**src/port_mux_pkg.sv**
```systemverilog
package port_mux_pkg;

    // ------------------------------------------------------------
    // Port geometry
    // ------------------------------------------------------------
    localparam int PORT_W   = 8;
    localparam int NUM_REGS = 7;

    // ------------------------------------------------------------
    // Register word indices (byte address is four times the index)
    // ------------------------------------------------------------
    localparam logic [2:0] IDX_PORT_A_DATA  = 3'h0;
    localparam logic [2:0] IDX_PORT_A_DIR   = 3'h1;
    localparam logic [2:0] IDX_PORT_A_WAKE  = 3'h2;
    localparam logic [2:0] IDX_PORT_C_DATA  = 3'h3;
    localparam logic [2:0] IDX_PORT_C_DIR   = 3'h4;
    localparam logic [2:0] IDX_PORT_C_LOW   = 3'h5;
    localparam logic [2:0] IDX_PORT_C_HIGH  = 3'h6;
    localparam logic [2:0] IDX_BIT_OP       = 3'h7;

    // ------------------------------------------------------------
    // Reset values
    // ------------------------------------------------------------
    localparam logic [7:0] DATA_RST = 8'hFF;
    localparam logic [7:0] DIR_RST  = 8'hFF;
    localparam logic [7:0] WAKE_RST = 8'h00;
    localparam logic [7:0] FUNC_RST = 8'h00;

    localparam logic [7:0] REG_RST [NUM_REGS] = '{DATA_RST, DIR_RST, WAKE_RST,
                                                  DATA_RST, DIR_RST, FUNC_RST, FUNC_RST};

    // ------------------------------------------------------------
    // Field codes and bus answers
    // ------------------------------------------------------------
    localparam logic [1:0] FUNC_SEGMENT = 2'h3;
    localparam logic [1:0] RESP_OKAY    = 2'h0;
    localparam logic [1:0] RESP_SLVERR  = 2'h2;

    typedef struct packed {
        logic [2:0] target;
        logic       set;
        logic [2:0] index;
    } bit_op_t;

    typedef struct packed {
        logic [PORT_W-1:0] out;
        logic [PORT_W-1:0] oe;
    } port_pins_t;

endpackage : port_mux_pkg

```
**src/port_c_pin_function_select.sv**
```systemverilog
// Design decisions made here: the AXI4-Lite interface to the registers and the address map.
`timescale 1ns/1ps

// How it works
// - Upper register fields pick pins four-seven
// - Lower register fields pick pins zero-three
// - Reset sets data and direction to ones
// - Unwritten latch drives high when made output
// - Bit set/clear reads port, rewrites byte
// - Falling port A edge wakes in low power
// - Each port A pin wake enabled independently
// - Direction one means input, reads pin
// - Output pin reads back the data latch
// - Wake only for inputs in low power
module port_c_pin_function_select
    import port_mux_pkg::*;
(
    input  wire logic              aclk,
    input  wire logic              aresetn,
    input  wire logic [7:0]        awaddr,
    input  wire logic              awvalid,
    output wire logic              awready,
    input  wire logic [31:0]       wdata,
    input  wire logic [3:0]        wstrb,
    input  wire logic              wvalid,
    output wire logic              wready,
    output wire logic [1:0]        bresp,
    output wire logic              bvalid,
    input  wire logic              bready,
    input  wire logic [7:0]        araddr,
    input  wire logic              arvalid,
    output wire logic              arready,
    output wire logic [31:0]       rdata,
    output wire logic [1:0]        rresp,
    output wire logic              rvalid,
    input  wire logic              rready,
    input  wire logic [PORT_W-1:0] port_a_in,
    output port_pins_t             port_a_pins,
    input  wire logic [PORT_W-1:0] port_c_in,
    output port_pins_t             port_c_pins,
    input  wire logic [PORT_W-1:0] lcd_segment,
    input  wire logic              low_power_mode,
    output wire logic              wake_up
);

    // ------------------------------------------------------------
    // Write channel capture
    // ------------------------------------------------------------
    logic              aw_full_q;
    logic              w_full_q;
    logic [7:0]        awaddr_q;
    logic [31:0]       wdata_q;
    logic              wlane_q;
    logic              bvalid_q;
    logic [1:0]        bresp_q;
    logic              rvalid_q;
    logic [1:0]        rresp_q;
    logic [31:0]       rdata_q;
    logic [7:0]        regs_q [NUM_REGS];
    logic [PORT_W-1:0] pa_prev_q;
    logic              wake_q;
    port_pins_t        pa_pins_q;
    port_pins_t        pc_pins_q;

    assign awready = ~aw_full_q;
    assign wready  = ~w_full_q;
    assign bvalid  = bvalid_q;
    assign bresp   = bresp_q;
    assign arready = ~rvalid_q;
    assign rvalid  = rvalid_q;
    assign rresp   = rresp_q;
    assign rdata   = rdata_q;
    assign wake_up = wake_q;
    assign port_a_pins = pa_pins_q;
    assign port_c_pins = pc_pins_q;

    wire       write_go   = aw_full_q & w_full_q & ~bvalid_q;
    wire       wr_mapped  = (awaddr_q[1:0] == 2'h0) && (awaddr_q[7:5] == 3'h0);
    wire [2:0] wr_idx     = awaddr_q[4:2];
    wire       wr_commit  = write_go & wr_mapped & wlane_q;
    wire       rd_take    = arvalid & ~rvalid_q;
    wire       rd_mapped  = (araddr[1:0] == 2'h0) && (araddr[7:5] == 3'h0);

    // ------------------------------------------------------------
    // Named views of the register file
    // ------------------------------------------------------------
    wire [7:0]  pa_data  = regs_q[IDX_PORT_A_DATA];
    wire [7:0]  pa_dir   = regs_q[IDX_PORT_A_DIR];
    wire [7:0]  pa_wake  = regs_q[IDX_PORT_A_WAKE];
    wire [7:0]  pc_data  = regs_q[IDX_PORT_C_DATA];
    wire [7:0]  pc_dir   = regs_q[IDX_PORT_C_DIR];
    wire [15:0] func_all = {regs_q[IDX_PORT_C_HIGH], regs_q[IDX_PORT_C_LOW]};

    // Inputs read the pin, outputs read the latch, never the pin
    wire [7:0] pa_read = (pa_dir & port_a_in) | (~pa_dir & pa_data);
    wire [7:0] pc_read = (pc_dir & port_c_in) | (~pc_dir & pc_data);

    logic [7:0] view [8];
    always_comb begin
        view[0] = pa_read;
        view[1] = pa_dir;
        view[2] = pa_wake;
        view[3] = pc_read;
        view[4] = pc_dir;
        view[5] = regs_q[IDX_PORT_C_LOW];
        view[6] = regs_q[IDX_PORT_C_HIGH];
        view[7] = 8'h00;
    end

    // ------------------------------------------------------------
    // Bit set/clear: whole byte read, one bit changed, byte rewritten
    // ------------------------------------------------------------
    wire bit_op_t op      = bit_op_t'(wdata_q[6:0]);
    wire [7:0]    op_mask = 8'(8'h01 << op.index);
    wire [7:0]    rmw_val = op.set ? (view[op.target] | op_mask)
                                   : (view[op.target] & ~op_mask);
    wire          op_go   = wr_commit && (wr_idx == IDX_BIT_OP);

    always_ff @(posedge aclk) begin
        for (int i = 0; i < NUM_REGS; i++) begin
            if (!aresetn) begin
                regs_q[i] <= REG_RST[i];
            end else if (wr_commit && (wr_idx == 3'(i))) begin
                regs_q[i] <= wdata_q[7:0];
            end else if (op_go && (op.target == 3'(i))) begin
                regs_q[i] <= rmw_val;
            end
        end
    end

    // ------------------------------------------------------------
    // AXI4-Lite handshakes
    // ------------------------------------------------------------
    always_ff @(posedge aclk) begin
        if (!aresetn) begin
            aw_full_q <= 1'b0;
            awaddr_q  <= 8'h00;
        end else if (awvalid && !aw_full_q) begin
            aw_full_q <= 1'b1;
            awaddr_q  <= awaddr;
        end else if (write_go) begin
            aw_full_q <= 1'b0;
        end
    end

    always_ff @(posedge aclk) begin
        if (!aresetn) begin
            w_full_q <= 1'b0;
            wdata_q  <= 32'h0000_0000;
            wlane_q  <= 1'b0;
        end else if (wvalid && !w_full_q) begin
            w_full_q <= 1'b1;
            wdata_q  <= wdata;
            wlane_q  <= wstrb[0];
        end else if (write_go) begin
            w_full_q <= 1'b0;
        end
    end

    always_ff @(posedge aclk) begin
        if (!aresetn) begin
            bvalid_q <= 1'b0;
            bresp_q  <= RESP_OKAY;
        end else if (write_go) begin
            bvalid_q <= 1'b1;
            bresp_q  <= wr_mapped ? RESP_OKAY : RESP_SLVERR;
        end else if (bready) begin
            bvalid_q <= 1'b0;
        end
    end

    always_ff @(posedge aclk) begin
        if (!aresetn) begin
            rvalid_q <= 1'b0;
            rresp_q  <= RESP_OKAY;
            rdata_q  <= 32'h0000_0000;
        end else if (rd_take) begin
            rvalid_q <= 1'b1;
            rresp_q  <= rd_mapped ? RESP_OKAY : RESP_SLVERR;
            rdata_q  <= rd_mapped ? {24'h00_0000, view[araddr[4:2]]} : 32'h0000_0000;
        end else if (rready) begin
            rvalid_q <= 1'b0;
        end
    end

    // ------------------------------------------------------------
    // Pin drive and segment routing
    // ------------------------------------------------------------
    logic [PORT_W-1:0] seg_sel;
    always_comb begin
        for (int i = 0; i < PORT_W; i++) begin
            seg_sel[i] = (func_all[2*i +: 2] == FUNC_SEGMENT);
        end
    end

    // Segment drive overrides direction so the LCD never floats
    wire [7:0] pc_out_d = (seg_sel & lcd_segment) | (~seg_sel & pc_data);
    wire [7:0] pc_oe_d  = seg_sel | ~pc_dir;

    always_ff @(posedge aclk) begin
        if (!aresetn) begin
            pa_pins_q <= '{out: DATA_RST, oe: 8'h00};
            pc_pins_q <= '{out: DATA_RST, oe: 8'h00};
        end else begin
            pa_pins_q <= '{out: pa_data, oe: ~pa_dir};
            pc_pins_q <= '{out: pc_out_d, oe: pc_oe_d};
        end
    end

    // ------------------------------------------------------------
    // Port A wake-up
    // ------------------------------------------------------------
    // Only pins set as inputs may wake, and only in SLEEP or IDLE
    wire [7:0] wake_armed = pa_wake & pa_dir & {PORT_W{low_power_mode}};
    wire [7:0] pa_fall    = pa_prev_q & ~port_a_in;

    always_ff @(posedge aclk) begin
        if (!aresetn) begin
            pa_prev_q <= 8'hFF;
            wake_q    <= 1'b0;
        end else begin
            pa_prev_q <= port_a_in;
            wake_q    <= |(pa_fall & wake_armed);
        end
    end

    // ------------------------------------------------------------
    // Checks
    // ------------------------------------------------------------
    logic pc_data_written_q;
    always_ff @(posedge aclk) begin
        if (!aresetn) begin
            pc_data_written_q <= 1'b0;
        end else if ((wr_commit && wr_idx == IDX_PORT_C_DATA)
                     || (op_go && op.target == IDX_PORT_C_DATA)) begin
            pc_data_written_q <= 1'b1;
        end
    end
endmodule : port_c_pin_function_select

```
**config.mk**
```make
export PLATFORM = sky130hd
export DESIGN_NAME = port_c_pin_function_select
export DESIGN_NICKNAME = d
export VERILOG_FILES = /design/src/port_mux_pkg.sv /design/src/port_c_pin_function_select.sv
export SDC_FILE = /design/constraint.sdc
export NUM_CORES = 1
export LEC_CHECK = 0
export BUFFER_PORTS_ARGS = -buffer_cell sky130_fd_sc_hd__buf_4
export CORE_ASPECT_RATIO = 0.7
export CORE_UTILIZATION = 30
export CTS_BUF_LIST = sky130_fd_sc_hd__clkbuf_4
export DETAILED_ROUTE_END_ITERATION = 10
export PLACE_DENSITY = 0.61
export SYNTH_ARGS = -nofsm -noshare
export SYNTH_HDL_FRONTEND = slang
export SYNTH_SLANG_ARGS = --single-unit
```
**constraint.sdc**
```tcl
create_clock -name aclk -period 3.1 [get_ports aclk]
set_input_delay 0.155 -clock aclk [delete_from_list [all_inputs] [get_ports aclk]]
set_output_delay 0.155 -clock aclk [all_outputs]
set_load 0.03 [all_outputs]
```
# ---- After elaboration in Yosys (flattened, before gate mapping)
# Memory sizes are Yosys's and may differ from the RTL's.
# Cells that the tools add are included.
dict set report totals {
  word_cells 200
  regBits 98
  input_bits 84
  n_memories 1
  ramBits 56
}
# memory depth word_bits rd rd_clocked_by_memory_dff wr line
set mem_list {}
lappend mem_list {regs_q 7 8 7 0 7 port_c_pin_function_select.sv:59} ;# logic [7:0] regs_q [NUM_REGS];
dict set report classes {
  n_lt_le_gt_ge 2
  n_reduce_logical 32
  muxes 81
  n_shift 1
  n_bitwise 46
  eq_ne 21
}
# cell n
set op_table {}
lappend op_table {{$mux W8} 20}
lappend op_table {{$and A8 B8 Y8} 11}
lappend op_table {{$mux W1} 57}
lappend op_table {{$bmux W8 S3} 2}
lappend op_table {{$not A8 Y8} 5}
lappend op_table {{$or A8 B8 Y8} 5}
lappend op_table {{$eq A3 B3 Y1 const B} 7}
lappend op_table {{$logic_and A1 B1 Y1} 19}
lappend op_table {{$eq A2 B2 Y1 const B} 8}
lappend op_table {{$or A1 B1 Y1} 14}
lappend op_table {{$eq A3 B2 Y1 const B} 4}
lappend op_table {{$logic_not A3 Y1} 4}
lappend op_table {{$ge A4 B4 Y1 const B} 2}
lappend op_table {{$not A3 Y4} 2}
lappend op_table {{$reduce_bool A2 Y1} 4}
lappend op_table {{$reduce_or A8 Y1} 1}
lappend op_table {{$shl A1 B3 Y8 const A} 1}
lappend op_table {{$eq A3 B1 Y1 const B} 2}
lappend op_table {{$and A1 B1 Y1} 5}
lappend op_table {{$logic_not A2 Y1} 2}
lappend op_table {{$mux W2} 2}
lappend op_table {{$not A1 Y1} 4}
lappend op_table {{$logic_not A1 Y1} 2}

# ---- Logic depth before layout (Yosys ltp)
# Gate-level depths: netlist of the first run.
dict set report depth {
  ltp_word 11
  ltp_mapped 8
  ltp_nobuf 5
}

# ---- Worst setup path before layout of the first run
# OpenSTA, ideal clock, no wires.
dict set report synth_timing {
  path_kind {register to register}
  from {reg wdata_q[6]}
  to {mem regs_q[5][0] (enable)}
  required_time_ps 2713
  path_stages_with_launch 6
  arrival_time_ps 1906
  setup_slack_ps 808
  setup_time_ps 387
  cell_sequence {dfxtp_1 -> buf_2 -> buf_1 -> clkbuf_1 -> a21boi_0 -> o31ai_1}
}
# item line
set synth_rtl {}
lappend synth_rtl {{from (decl)} port_c_pin_function_select.sv:52} ;# logic [31:0] wdata_q;
lappend synth_rtl {{from (signal assigned)} port_c_pin_function_select.sv:153} ;# wdata_q <= wdata;
lappend synth_rtl {{to (decl)} port_c_pin_function_select.sv:59}

==> summary by stage, run 1 <==
Power
Of the total power, combinational logic draws between 10% and 20%. The part of the power in the clock network is 32.0%. The analysis attributes to cell leakage a power of 0.00317 uW. The net switching component of the power is between 1000 and 1500 uW.

The share of total power dissipated in sequential elements is 52.1%. Net switching is about 29% of the power. The internal power summed over all cells is about 2500 uW. The power density relative to cell area is between 400 and 500 mW/mm^2. The maximum resistive drop on vdd is 0.201 mV.

Floorplan
The floorplan step defined a die boundary enclosing 0.0223 sq mm. The standard-cell row count is 44. The initial utilization of the core area, before any placement, comes to between 30% and 40%.

The die height is 125 um. The number of top-level pins is roughly 160. From left edge to right edge, the die measures roughly 180 um. The floorplan step defined a core boundary enclosing ~0.021 sq mm.

Timing
Based on the critical path, the design can be clocked at up to approximately 420 MHz. The number of setup violations in the final report is 0. The hold violation count in the final report is 0. In the finished design, the share of the clock period the worst path needs comes to a little under 80%. For the final database, setup skew stands at roughly 0.019 ns. The minimum clock period is roughly 2.4 ns. The worst slew margin relative to its limit is roughly 29%. The max-slew violation count was 0.

Summed over all failing endpoints, the final setup total negative slack is 0 ns. Setup slack closes at ~0.72 ns. Setup repair after global routing left no endpoint under its margin. At the pin with the least slew margin, the transition time is about 1.1 ns.

Worst setup path
The reg-to-reg setup timing slack is roughly 0.7 ns. The launch point of the critical path is aw_full_q. Data on the critical path arrives at its endpoint at 2.55 ns. In this run the critical register-to-register path is launched from aw_full_q.

For the worst setup path, the data required time is approximately 3.3 ns. The capture instance of the worst register-to-register path is regs_q[3][6]. The last element of the critical path is regs_q[3][6].

Of all nets on the critical path, the largest fanout is 9. The worst setup path is launched from a flop. The worst register-to-register path has a depth of 4. The category of the most critical setup path is reg -> reg. The endpoint type of the worst setup path is a flop.

Worst hold path
The path class of the tightest hold or removal check is in -> reg. The start point of the worst min-delay path is aresetn.

Run status
The flow ran to the end, and the final reports show no timing, DRC or antenna violations.

Logic synthesis
The post-synthesis async set-or-reset flop share is 0%. In the synthesized netlist, the cells that appear most often are 72 x sky130_fd_sc_hd__dfxtp_1, 67 x sky130_fd_sc_hd__nand2_1, 56 x sky130_fd_sc_hd__edfxtp_1, 40 x sky130_fd_sc_hd__mux2i_1, 30 x sky130_fd_sc_hd__nand3_1. The portion of synthesized cell area occupied by the leading cell type is between 20% and 30%. The share of synthesized area occupied by flip-flops and latches is a little under half. After synthesis the cells add up to between 0.006 and 0.007 sq mm.

The mean cell area of the mapped netlist is 10.2 sq um. Sorting the synthesized cells by area gives the leading types as sky130_fd_sc_hd__edfxtp_1 26%, sky130_fd_sc_hd__dfxtp_1 22%, sky130_fd_sc_hd__mux2i_1 6.2%. The synthesized design contains 56 enable-type register cells.

Counting distinct cell types in the post-synthesis netlist gives between 50 and 60. The cell count after synthesis came out at 639. The synthesized design contains 128 register bits. Among all flip-flop cells after synthesis, the most frequent one is sky130_fd_sc_hd__dfxtp_1.

The Yosys step of the flow raised 0 warnings. sky130_fd_sc_hd__edfxtp_1 takes more of the synthesized area than any other cell. Yosys instantiated no cell more often than sky130_fd_sc_hd__dfxtp_1.

Global routing
The total routing resource utilization after global routing is 18.7%. The number of global-route vias before repair is about 5.3k. The number of antenna violations at the first check in global routing came to 0. The first global-routing pass estimated around 31000 um of wire. After global routing the overflow that remains totals 0. Entering global routing, the biggest net connects 49 pins.

Clocking
The root buffer cell is sky130_fd_sc_hd__clkbuf_4. The H-tree depth reported by CTS is 4. The quantity of gates resized following cts is 0. After clock tree synthesis, the clock-pin slew on the worst setup and hold paths is 0.12 ns. The number of hold buffers added after CTS was between 40 and 50.

TritonCTS created 17 clock buffers. The post-CTS setup buffer count is 0. The clock net in this run drives a total of 128 sinks. The worst-skew pair later-pin latency is around 0.55 ns.

The maximum buffer depth of the clock tree is 2. TritonCTS built the clock tree.

Drt
The aggregate routed wire length is between 20000 and 25000 um. In this run the remaining antenna-violating nets after routing total 0. The final route contains ~5.6k vias.

The number of optimization iterations in the first detailed-route pass is 5. In the routed layout, each cell is associated on average with a via count of ~5.2. In the final routed layout, each cell accounts on average for about 19 um. The remaining routing DRC violations is 0.

The number of DRC markers in iteration 0 is between 600 and 700.

Final layout
The final layout contains 865 nets. Compared with the post-synthesis result, the final layout area differs by 26.1%. The proportion of layout cells with a drive suffix above 1 is 22.4%. The count of antenna diodes in the layout is 0.

Placement
The routability congestion estimate from global placement is just under 0.9. The half-perimeter wire length after detailed placement is about 15000 um. The count of buffers added on input and output ports is between 100 and 150. At the placement stage, the worst setup path has a slack of about 0.73 ns.

Job
The total of max-cap violations is 0.
how the worst min path moves through the flow:
| stage | slack (ns) | endpoint | cells past startpoint |
|---|---|---|---|
| 6_report | 0.05 | port_c_pins[2] | 2 |
| 5_1_grt | 0.008 | port_c_pins[2] | 2 |
| 4_1_cts | 0.003 | port_c_pins[2] | 2 |
| 3_5_place_dp | 0.37 | pa_prev_q[4] | 2 |
| 3_3_place_gp | 0.37 | pa_prev_q[4] | 2 |
| 2_1_floorplan | 0.26 | pa_prev_q[0] | 1 |
flip-flops by register name, summed over array words and instances, names as in the netlist:
register / count
port_c_pins: 16
bresp: 1
aw_full_q: 1
regs_q: 56
w_full_q: 1
port_a_pins: 16
wlane_q: 1
pa_prev_q: 8
wake_up: 1
rvalid: 1
rresp: 1
rdata: 8
bvalid: 1
wdata_q: 8
awaddr_q: 8
cell type report:
| cell class | instances | area [sq um] |
|---|---|---|
| clock buffer | 20 | 150 |
| tap | 276 | 345 |
| timing repair buffer | 172 | 1410 |
| clock inverter | 11 | 118 |
| fill | 2113 | 12800 |
| multi-input combinational | 456 | 3040 |
| inverter | 6 | 22.5 |
| sequential | 128 | 3120 |
critical path, cell delays in order (launching register included):
cell	delay, ns
sky130_fd_sc_hd__dfxtp_1	0.38
sky130_fd_sc_hd__and3b_1	0.32
sky130_fd_sc_hd__and4_4	0.33
sky130_fd_sc_hd__nand2_1	0.11
sky130_fd_sc_hd__o211ai_1	0.86
cell families after synthesis:
family	after synthesis	synth area share (%)
mux	40	6.15
other cells	1	0.0576
simple gates	214	17.5
flops	128	48.0
compound gates	176	21.5
buf+inv	80	6.80
stage by stage:
stage          hold slack (ns)  utilization, %  cell area, sq um  total power (uW)  instances
3_3_place_gp             0.368            35.5              7450              2390        989
3_5_place_dp             0.369            35.5              7450              2400        989
2_1_floorplan            0.256               -              6600              2220        664
4_1_cts                0.00340            39.1              8210              3570       1069
5_1_grt                0.00816            39.1              8210              3680       1069
6_report                0.0489            39.1              8210              3550       1069
cell usage in the layout (no fill, tap or decap), types with 3 or more instances in the layout:
cell type,n
sky130_fd_sc_hd__nand3b_1,6
sky130_fd_sc_hd__o2bb2ai_1,3
sky130_fd_sc_hd__o22a_1,26
sky130_fd_sc_hd__a221o_1,7
sky130_fd_sc_hd__o21ai_0,13
sky130_fd_sc_hd__a2bb2oi_1,4
sky130_fd_sc_hd__o211a_1,7
sky130_fd_sc_hd__clkbuf_4,20
sky130_fd_sc_hd__o22ai_1,7
sky130_fd_sc_hd__conb_1,26
sky130_fd_sc_hd__nand2b_1,18
sky130_fd_sc_hd__a211o_1,9
sky130_fd_sc_hd__edfxtp_1,56
sky130_fd_sc_hd__buf_4,123
sky130_fd_sc_hd__a21oi_1,20
sky130_fd_sc_hd__nand2_1,67
sky130_fd_sc_hd__nor3_1,6
sky130_fd_sc_hd__nor2_1,28
sky130_fd_sc_hd__dlygate4sd3_1,49
sky130_fd_sc_hd__nand3_1,30
sky130_fd_sc_hd__nand4b_1,8
sky130_fd_sc_hd__inv_1,6
sky130_fd_sc_hd__mux2i_1,40
sky130_fd_sc_hd__a21boi_0,19
sky130_fd_sc_hd__nor2b_1,24
sky130_fd_sc_hd__or3b_2,7
sky130_fd_sc_hd__clkinv_2,3
sky130_fd_sc_hd__a22o_1,19
sky130_fd_sc_hd__nand4_1,4
sky130_fd_sc_hd__a22o_2,5
sky130_fd_sc_hd__dfxtp_1,72
sky130_fd_sc_hd__o211ai_1,14
sky130_fd_sc_hd__a32o_1,8
power groups by stage:
stage                     Sequential, uW  Clock, uW  Combinational, uW
after CTS                           1850       1170                556
after floorplan                     1870          0                346
after global routing                1850       1220                602
after global placement              1880          0                507
final                               1850       1140                563
after detailed placement            1880          0                511
per-layer routing:
metal  vias to the layer above  track usage, %  share of wire [%]
met5                         -               0                  0
met4                         0            4.27               0.83
met3                        18            5.57                 11
met2                       309            25.9                 40
met1                      2631            28.0                 48
li1                       2631               -                  -
Note: power is estimated with default switching activity, not from simulation.
==> run 2: changes to the inputs <==
- clock period: 3.1 -> 2.4 ns (I/O delays scaled with it)
==> run 2 against run 1 <==
Register-to-register slack worse by 0.56 ns. Sequential power is 29% higher. Final area rose by 1.1%. Total power grew 28%. Die area unchanged. Count of clock-buffer cells in the layout is 3 lower. First-iteration DRC count grew 13%. Critical path depth rose by 2. Worst hold slack improved by 0.17 ns. Clock power up 25%. Highest routed layer unchanged.
==> summary by stage, run 2 (synthesized netlist as in run 1, its figures left out) <==
Power
The combinational cell fraction of total power was 16.4% (+0.5 points). The leakage power came to 0.00325 uW (+2.5%). The sequential fraction of design power came to 52.4% (+0.3 points). The part of the power in the clock network is 31.2% (-0.8 points).

The internal power summed over all cells is 3150 uW (+25%). The maximum resistive drop on vdd is 0.231 mV (+15%). The power density relative to cell area came to 548 mW/mm^2 (+27%).

The net switching component of the power is 1400 uW (+36%). The overall power after layout is 4550 uW (+28%). The proportion of total power due to net switching came to 30.7% (+1.7 points).

Worst setup path
The depth of the worst register-to-register path is 6 (+2). The worst setup path is launched from a flop. The cell type of the slowest stage on the worst timing path is sky130_fd_sc_hd__o31ai_2. The required time of the critical path came to 2.82 ns (-0.45 ns). The cell type group with the largest total delay on the critical path is compound AO/OA/AOI/OAI gates. The peak per-stage delay on the critical path is 0.57 ns (-0.29 ns).

The capture instance of the worst register-to-register path is regs_q[2][2]. The critical path goes through buf_4 -> nand2_2 -> o22ai_1 -> nor2_1 -> o31ai_2 -> a22o_2. The arrival time at the worst endpoint is 2.66 ns (+0.11 ns). The critical-path maximum fanout is 15 (+6). The start of the worst register-to-register path is wdata_q[5].

The reg-to-reg setup timing slack is 0.15 ns (-0.56 ns). The count of buffering cells on the critical path with inverters included is 1 (+1). The category of the most critical setup path is reg -> reg. The worst setup path is captured at a flop.

Floorplan
The initial standard-cell utilization of the core is 31.0% (unchanged). The number of top-level pins is 158 (unchanged). The standard-cell row count came to 44 (unchanged). The floorplan die area is 0.0223 sq mm (unchanged). The floorplan die width is 178 um (unchanged). The die height came to 125 um (unchanged). The core footprint came to 0.0210 sq mm (unchanged).

Drt
The routed via count is 5712 (+2.2%). The number of DRC markers in iteration 0 is 684 (+13%). The routed via count divided by cell count is 5.28 (+0.97%). The aggregate routed wire length is 21000 um (+1.1%). The number of nets with antenna violations after detailed routing is 0 (unchanged). The number of optimization iterations in the first detailed-route pass is 7 (+2). The remaining routing DRC violations came to 0 (unchanged). The per-cell routed wire length came to 19.4 um (-0.13%).

Placement
The half-perimeter wire length after detailed placement is 15300 um (+2.0%). The post-detailed-placement cell area is 0.00758 sq mm (+1.7%). The number of port buffers is 104 (unchanged). The routability congestion estimate from global placement came to 0.893 (+2.2%).

Global routing
The number of antenna violations at the first check in global routing is 0 (unchanged). The total routing resource utilization after global routing is 18.9% (+0.21 points). The number of global-route vias before repair was 5423 (+3.2%). The largest net degree at the start of global routing was 42 (-14%). The first-pass GRT wire length is 31500 um (+0.53%). The residual overflow from global routing is 0 (unchanged).

Final layout
The count of antenna diodes in the layout was 0 (unchanged). The net total in the final layout came to 877 (+1.4%). The area growth from synthesis to layout is 27.4%. The top cell types in the final layout, fill and taps aside, are 137 x sky130_fd_sc_hd__buf_4, 72 x sky130_fd_sc_hd__dfxtp_1, 67 x sky130_fd_sc_hd__nand2_1, 56 x sky130_fd_sc_hd__edfxtp_1, 46 x sky130_fd_sc_hd__dlygate4sd3_1. The flip-flop count of the largest register, all copies and words added is 56 (unchanged). The number of inserted filler cells in the final layout is 2066 (-2.2%). The register with the most flip-flops in the final layout is regs_q.

The commonest non-fill, non-tap cell in the layout is sky130_fd_sc_hd__buf_4. The post-route cell area is 0.00830 sq mm (+1.1%). The proportion of layout cells with a drive suffix above 1 was 24.1% (+1.6 points).

Clocking
The post-CTS setup buffer count is 0 (unchanged). The total of hold buffers inserted after clock tree synthesis is 46 (-6.1%). The tree is rooted in a sky130_fd_sc_hd__clkbuf_4. The clock-pin slew reported for the worst setup and hold paths after clock tree synthesis is 0.13 ns (about the same).

The H-tree depth reported by CTS is 4 (unchanged). The number of clock sinks is 128 (unchanged). The number of CTS-inserted buffers was 17 (unchanged). The quantity of gates resized following cts was 0 (unchanged). TritonCTS built the clock tree. The worst-skew pair later-pin latency is 0.55 ns (about the same). The maximum buffer depth of the clock tree is 2 (unchanged).

Worst hold path
The cell count of the worst hold path is 3 (+1). In this run the worst hold path is classified as in -> reg. The startpoint identified for the worst hold timing path is araddr[2]. For hold timing, the worst endpoint is rdata[6].

Timing
The hold violation count in the final report is 0 (unchanged). The worst slew margin relative to its limit is 52.7% (+24 points). The max-slew violation count came to 0 (unchanged). Setup repair after global routing left no endpoint under its margin. The measured slew at the worst slew-check pin was 0.706 ns (-0.354 ns). The final total negative setup slack is 0 ns (unchanged). The upper clock frequency limit came to 445 MHz (+6.1%). The minimum clock period is 2.25 ns (-0.137 ns). The setup skew after layout is 0.0251 ns (+0.00616 ns). The number of setup violations in the final report came to 0 (unchanged). The final clock period utilization by the worst path is 93.6% (+17 points).

Run status
The flow ran to the end, and the final reports show no timing, DRC or antenna violations.

Job
The total of max-cap violations came to 0 (unchanged).
## run 2: cell types whose count changed in the layout (fill, tap and decap cells not counted)
cell	delta
sky130_fd_sc_hd__clkinv_2	+1
sky130_fd_sc_hd__clkbuf_4	-3
sky130_fd_sc_hd__inv_6	+4
sky130_fd_sc_hd__buf_12	+1
sky130_fd_sc_hd__dlygate4sd3_1	-3
sky130_fd_sc_hd__bufinv_16	-1
sky130_fd_sc_hd__clkinvlp_4	-1
sky130_fd_sc_hd__buf_4	+14
sky130_fd_sc_hd__inv_8	+1
## run 2: layer usage
layer | vias up | global-route usage (%) | part of all wire [%]
met1 | 2715 | 28.4 | 48
met4 | 0 | 5.48 | 1.6
li1 | 2649 | - | -
met2 | 319 | 26.2 | 40
met5 | - | 0 | 0
met3 | 29 | 4.81 | 10
## run 2: layout make-up
| class | instances | area, sq um | share of cell area, % |
|---|---|---|---|
| Sequential cell | 128 | 3120 | 37.6 |
| Clock buffer | 17 | 128 | 1.54 |
| Tap cell | 276 | 345 | 4.16 |
| Multi-Input combinational cell | 456 | 3040 | 36.6 |
| Clock inverter | 15 | 131 | 1.58 |
| Inverter | 6 | 22.5 | 0.271 |
| Timing Repair Buffer | 184 | 1510 | 18.2 |
## run 2: worst min-delay path, cell delays in order
cell,delay (ns)
sky130_fd_sc_hd__buf_4,0.24
sky130_fd_sc_hd__o211ai_1,0.22
sky130_fd_sc_hd__a32o_1,0.16
## run 2: power by group through the flow
stage	Combinational, uW	Sequential (uW)	Clock [uW]
2_1_floorplan	448	2420	0
3_3_place_gp	675	2430	0
3_5_place_dp	679	2430	0
4_1_cts	738	2380	1460
5_1_grt	798	2390	1540
6_report	747	2380	1420
## run 2: worst max-delay path by stage
| stage | startpoint | endpoint | slack [ns] | depth (start not counted) |
|---|---|---|---|---|
| after floorplan | wdata_q[6] | regs_q[5][0] | 0.11 | 5 |
| after global placement | wdata_q[5] | regs_q[2][2] | 0.27 | 6 |
| after detailed placement | wdata_q[5] | regs_q[2][2] | 0.21 | 6 |
| after CTS | wdata_q[5] | regs_q[2][2] | 0.17 | 6 |
| after global routing | wdata_q[5] | regs_q[1][7] | 0.05 | 6 |
| final | wdata_q[5] | regs_q[2][2] | 0.15 | 6 |
## run 2: per-stage QoR
stage	hold WS [ns]	std cells	util [%]	setup slack (ns)
after floorplan	0.221	664	-	0.108
after global placement	0.333	1004	36.1	0.270
after detailed placement	0.337	1004	36.1	0.209
after CTS	0.175	1082	39.6	0.167
after global routing	0.218	1082	39.6	0.0526
final	0.220	1082	39.6	0.154
==> run 3: changes to the inputs <==
- ABC_AREA: not set -> 1
==> run 3 against run 2 <==
Non-clock buffer count stayed put. Clock power hardly changed. Clock skew is 0.00065 ns higher. Critical path type unchanged. Largest cell class unchanged. Largest power group unchanged.
==> summary by stage, run 3 <==
Run status
The flow ran to the end, and the final reports show no timing, DRC or antenna violations.

Logic synthesis
The post-synthesis cell type count is 31 (-47%). The share of synthesized area occupied by flip-flops and latches is 46.3% (-1.7 points). The number of standard cells after synthesis is 936 (+46%). The mean cell area of the mapped netlist is 7.21 sq um (-29%). The post-synthesis async set-or-reset flop share was 0% (unchanged).

The dominant cell type by area after synthesis is sky130_fd_sc_hd__edfxtp_1. The netlist area before placement is 0.00675 sq mm (+3.7%). The post-synthesis sequential element count came to 128 (unchanged).

The most used flip-flop cell after synthesis is sky130_fd_sc_hd__dfxtp_1. The most instantiated library cell after synthesis is sky130_fd_sc_hd__nand2_1. The count of synthesis-stage warnings from yosys is 0 (unchanged). The number of flops mapped to enable cells by yosys was 56 (unchanged). Ranked by instance count, the synthesized netlist is headed by 338 x sky130_fd_sc_hd__nand2_1, 104 x sky130_fd_sc_hd__nor2_1, 74 x sky130_fd_sc_hd__inv_1, 72 x sky130_fd_sc_hd__dfxtp_1, 68 x sky130_fd_sc_hd__nand3_1. The portion of synthesized cell area occupied by the leading cell type came to 24.9% (-0.91 points).

By area the synthesized netlist is led by sky130_fd_sc_hd__edfxtp_1 25%, sky130_fd_sc_hd__dfxtp_1 21%, sky130_fd_sc_hd__nand2_1 19%.

Worst setup path
The critical path's most frequent cell is sky130_fd_sc_hd__nand3_1. The worst setup path is captured at a flop. The critical-path maximum fanout came to 15 (unchanged). The critical path startpoint category is a flop.

The peak per-stage delay on the critical path came to 0.37 ns (-0.20 ns). The arrival time at the worst endpoint was 2.40 ns (-0.26 ns). Traced cell by cell, the critical path runs through buf_4 -> nor2_4 -> inv_1 -> nor3_1 -> nand3_1 -> nand3_1.

The critical path is of the reg -> reg type. The reg-to-reg setup timing slack was 0.23 ns (+0.07 ns). The cell type of the slowest stage on the worst timing path is sky130_fd_sc_hd__dfxtp_1. The required time of the critical path is 2.63 ns (-0.19 ns).

Floorplan
The floorplan die area came to 0.0231 sq mm (+3.6%). The core footprint is 0.0218 sq mm (+4.2%). The standard-cell row count was 45 (+2.3%). The die height is 127 um (+1.8%). The number of top-level pins is 158 (unchanged). The floorplan die width is 181 um (+1.8%). The initial standard-cell utilization of the core is 30.9% (-0.14 points).

Power
The net switching component of the power came to 1540 uW (+10%). The sequential fraction of design power is 50.3% (-2.1 points). The proportion of total power due to net switching is 32.5% (+1.8 points). The part of the power in the clock network is 29.6% (-1.6 points). The power density relative to cell area is 549 mW/mm^2 (+0.26%). The maximum resistive drop on vdd was 0.264 mV (+14%). The leakage power was 0.00398 uW (+23%).

The combinational cell fraction of total power is 20.1% (+3.7 points). The internal power summed over all cells is 3200 uW (+1.6%).

Drt
The routed via count is 6927 (+21%). The number of optimization iterations in the first detailed-route pass came to 8 (+1). The number of DRC markers in iteration 0 is 959 (+40%). The aggregate routed wire length is 24400 um (+16%). The number of nets with antenna violations after detailed routing is 0 (unchanged).

The routed via count divided by cell count is 4.94 (-6.4%). The per-cell routed wire length is 17.4 um (-10%). The remaining routing DRC violations was 0 (unchanged).

Timing
The upper clock frequency limit is 460 MHz (+3.3%). Setup repair after global routing left no endpoint under its margin. The post-route worst hold slack is 0.0984 ns (-0.121 ns). The final total negative setup slack came to 0 ns (unchanged).

The number of setup violations in the final report is 0 (unchanged). The minimum clock period is 2.17 ns (-0.0721 ns). The measured slew at the worst slew-check pin is 0.770 ns (+0.0641 ns). The max-slew violation count is 0 (unchanged).

The final clock period utilization by the worst path is 90.6% (-3.0 points). The final setup slack of the worst path is 0.226 ns (+0.0721 ns). The worst slew margin relative to its limit was 48.4% (-4.2 points). The setup skew after layout came to 0.0257 ns (+0.000649 ns).

The hold violation count in the final report is 0 (unchanged).

Global routing
The first-pass GRT wire length was 36800 um (+17%). The residual overflow from global routing came to 0 (unchanged). The number of antenna violations at the first check in global routing was 0 (unchanged). The total routing resource utilization after global routing is 21.4% (+2.5 points). The largest net degree at the start of global routing was 37 (-12%). The number of global-route vias before repair came to 6276 (+16%).

Final layout
The library cell used most frequently in the layout, excluding fill and tap cells, is sky130_fd_sc_hd__nand2_1. The post-route cell area is 0.00863 sq mm (+4.0%). The net total in the final layout is 1191 (+36%). The flip-flop count of the largest register, all copies and words added is 56 (unchanged).

The proportion of layout cells with a drive suffix above 1 was 17.8% (-6.3 points). From synthesis to final layout, the design area changed by 27.9%. In the layout the commonest cells are 338 x sky130_fd_sc_hd__nand2_1, 136 x sky130_fd_sc_hd__buf_4, 104 x sky130_fd_sc_hd__nor2_1, 74 x sky130_fd_sc_hd__inv_1, 72 x sky130_fd_sc_hd__dfxtp_1. The count of antenna diodes in the layout was 0 (unchanged). The final core utilization is 39.5% (-0.053 points). Counting flops per register, the top entry is regs_q.

Clocking
The quantity of gates resized following cts was 0 (unchanged). The number of CTS-inserted buffers was 17 (unchanged). The root buffer cell is sky130_fd_sc_hd__clkbuf_4. The clock-pin slew reported for the worst setup and hold paths after clock tree synthesis came to 0.11 ns (-0.02 ns). The worst-skew pair later-pin latency is 0.57 ns (+0.02 ns). The H-tree depth reported by CTS is 4 (unchanged). The maximum buffer depth of the clock tree is 2 (unchanged). TritonCTS built the clock tree. The number of clock sinks is 128 (unchanged).

Placement
The post-placement setup slack came to 0.284 ns (+0.0754 ns). The post-detailed-placement cell area is 0.00792 sq mm (+4.5%). The half-perimeter wire length after detailed placement is 18300 um (+20%). The number of port buffers came to 104 (unchanged). The routability congestion estimate from global placement is 0.932 (+4.4%).

Job
The total of max-cap violations came to 0 (unchanged).

Worst hold path
The min-delay analysis places its worst path in the category in -> reg.
## run 3: cell count changes after synthesis, moves of 19 or more
cell                       change
sky130_fd_sc_hd__a21boi_0     -19
sky130_fd_sc_hd__a21oi_1      +36
sky130_fd_sc_hd__a22o_1       -19
sky130_fd_sc_hd__inv_1        +68
sky130_fd_sc_hd__mux2i_1      -40
sky130_fd_sc_hd__nand2_1     +271
sky130_fd_sc_hd__nand3_1      +38
sky130_fd_sc_hd__nor2_1       +76
sky130_fd_sc_hd__nor2b_1      -24
sky130_fd_sc_hd__o21ai_0      +19
sky130_fd_sc_hd__o22a_1       -26
## run 3: through the flow
step / total power (uW) / std cells
floorplan: 2940 / 961
global placement: 3300 / 1324
detailed placement: 3300 / 1324
CTS: 4740 / 1402
global route: 4940 / 1402
finish: 4740 / 1402
## run 3: worst max-delay path: cells and delay by family (launching register included)
| family | cells | cell delay (ns) |
|---|---|---|
| buf+inv | 2 | 0.32 |
| flops | 1 | 0.37 |
| simple gates | 4 | 1.14 |
## run 3: layout make-up
cell class                 count  area (sq um)
timing repair buffer         184          1520
multi-input combinational    693          3070
inverter                      83           312
clock inverter                11          92.6
fill                        2277         13200
sequential                   128          3120
tap                          282           353
clock buffer                  21           158
## run 3: power groups by stage
stage	registers, uW	clock network (uW)	logic, uW
after floorplan	2430	0	511
after global placement	2430	0	869
after detailed placement	2430	0	872
after CTS	2380	1430	930
after global routing	2390	1530	1020
final	2380	1400	952
## run 3: routing by layer
metal	global-route usage (%)	up-vias	share of wire, %	routed length (um)
met2	30.0	387	39	9550
met3	4.13	30	11	2780
met5	0	-	0	0
met1	33.2	3194	48	11700
met4	5.18	0	1.4	341
li1	-	3316	-	-
## run 3: worst paths after layout
kind / end / startpoint / depth (start not counted)
max reg2reg: regs_q[4][7] / wdata_q[4] / 6
max: regs_q[4][7] / wdata_q[4] / 6
min reg2reg: rdata[1] / rdata[1] / 2
min: rdata[1] / araddr[3] / 5
## run 3: cells by family (layout without fill, tap and decap cells)
| logic type | after synthesis | after routing | share of synthesized area, % |
|---|---|---|---|
| and+or+nand+nor | 562 | 562 | 35.5 |
| buffers and inverters | 140 | 299 | 9.62 |
| DFF | 128 | 128 | 46.3 |
| AOI/OAI and AO/OA | 105 | 105 | 8.55 |
| other | 1 | 26 | 0.0556 |
## run 3: repair_timing
item / CTS / global route
hold buffers: 46 / 0
buffers inserted: 0 / 0
endpoints found under the hold margin: 40 / 0
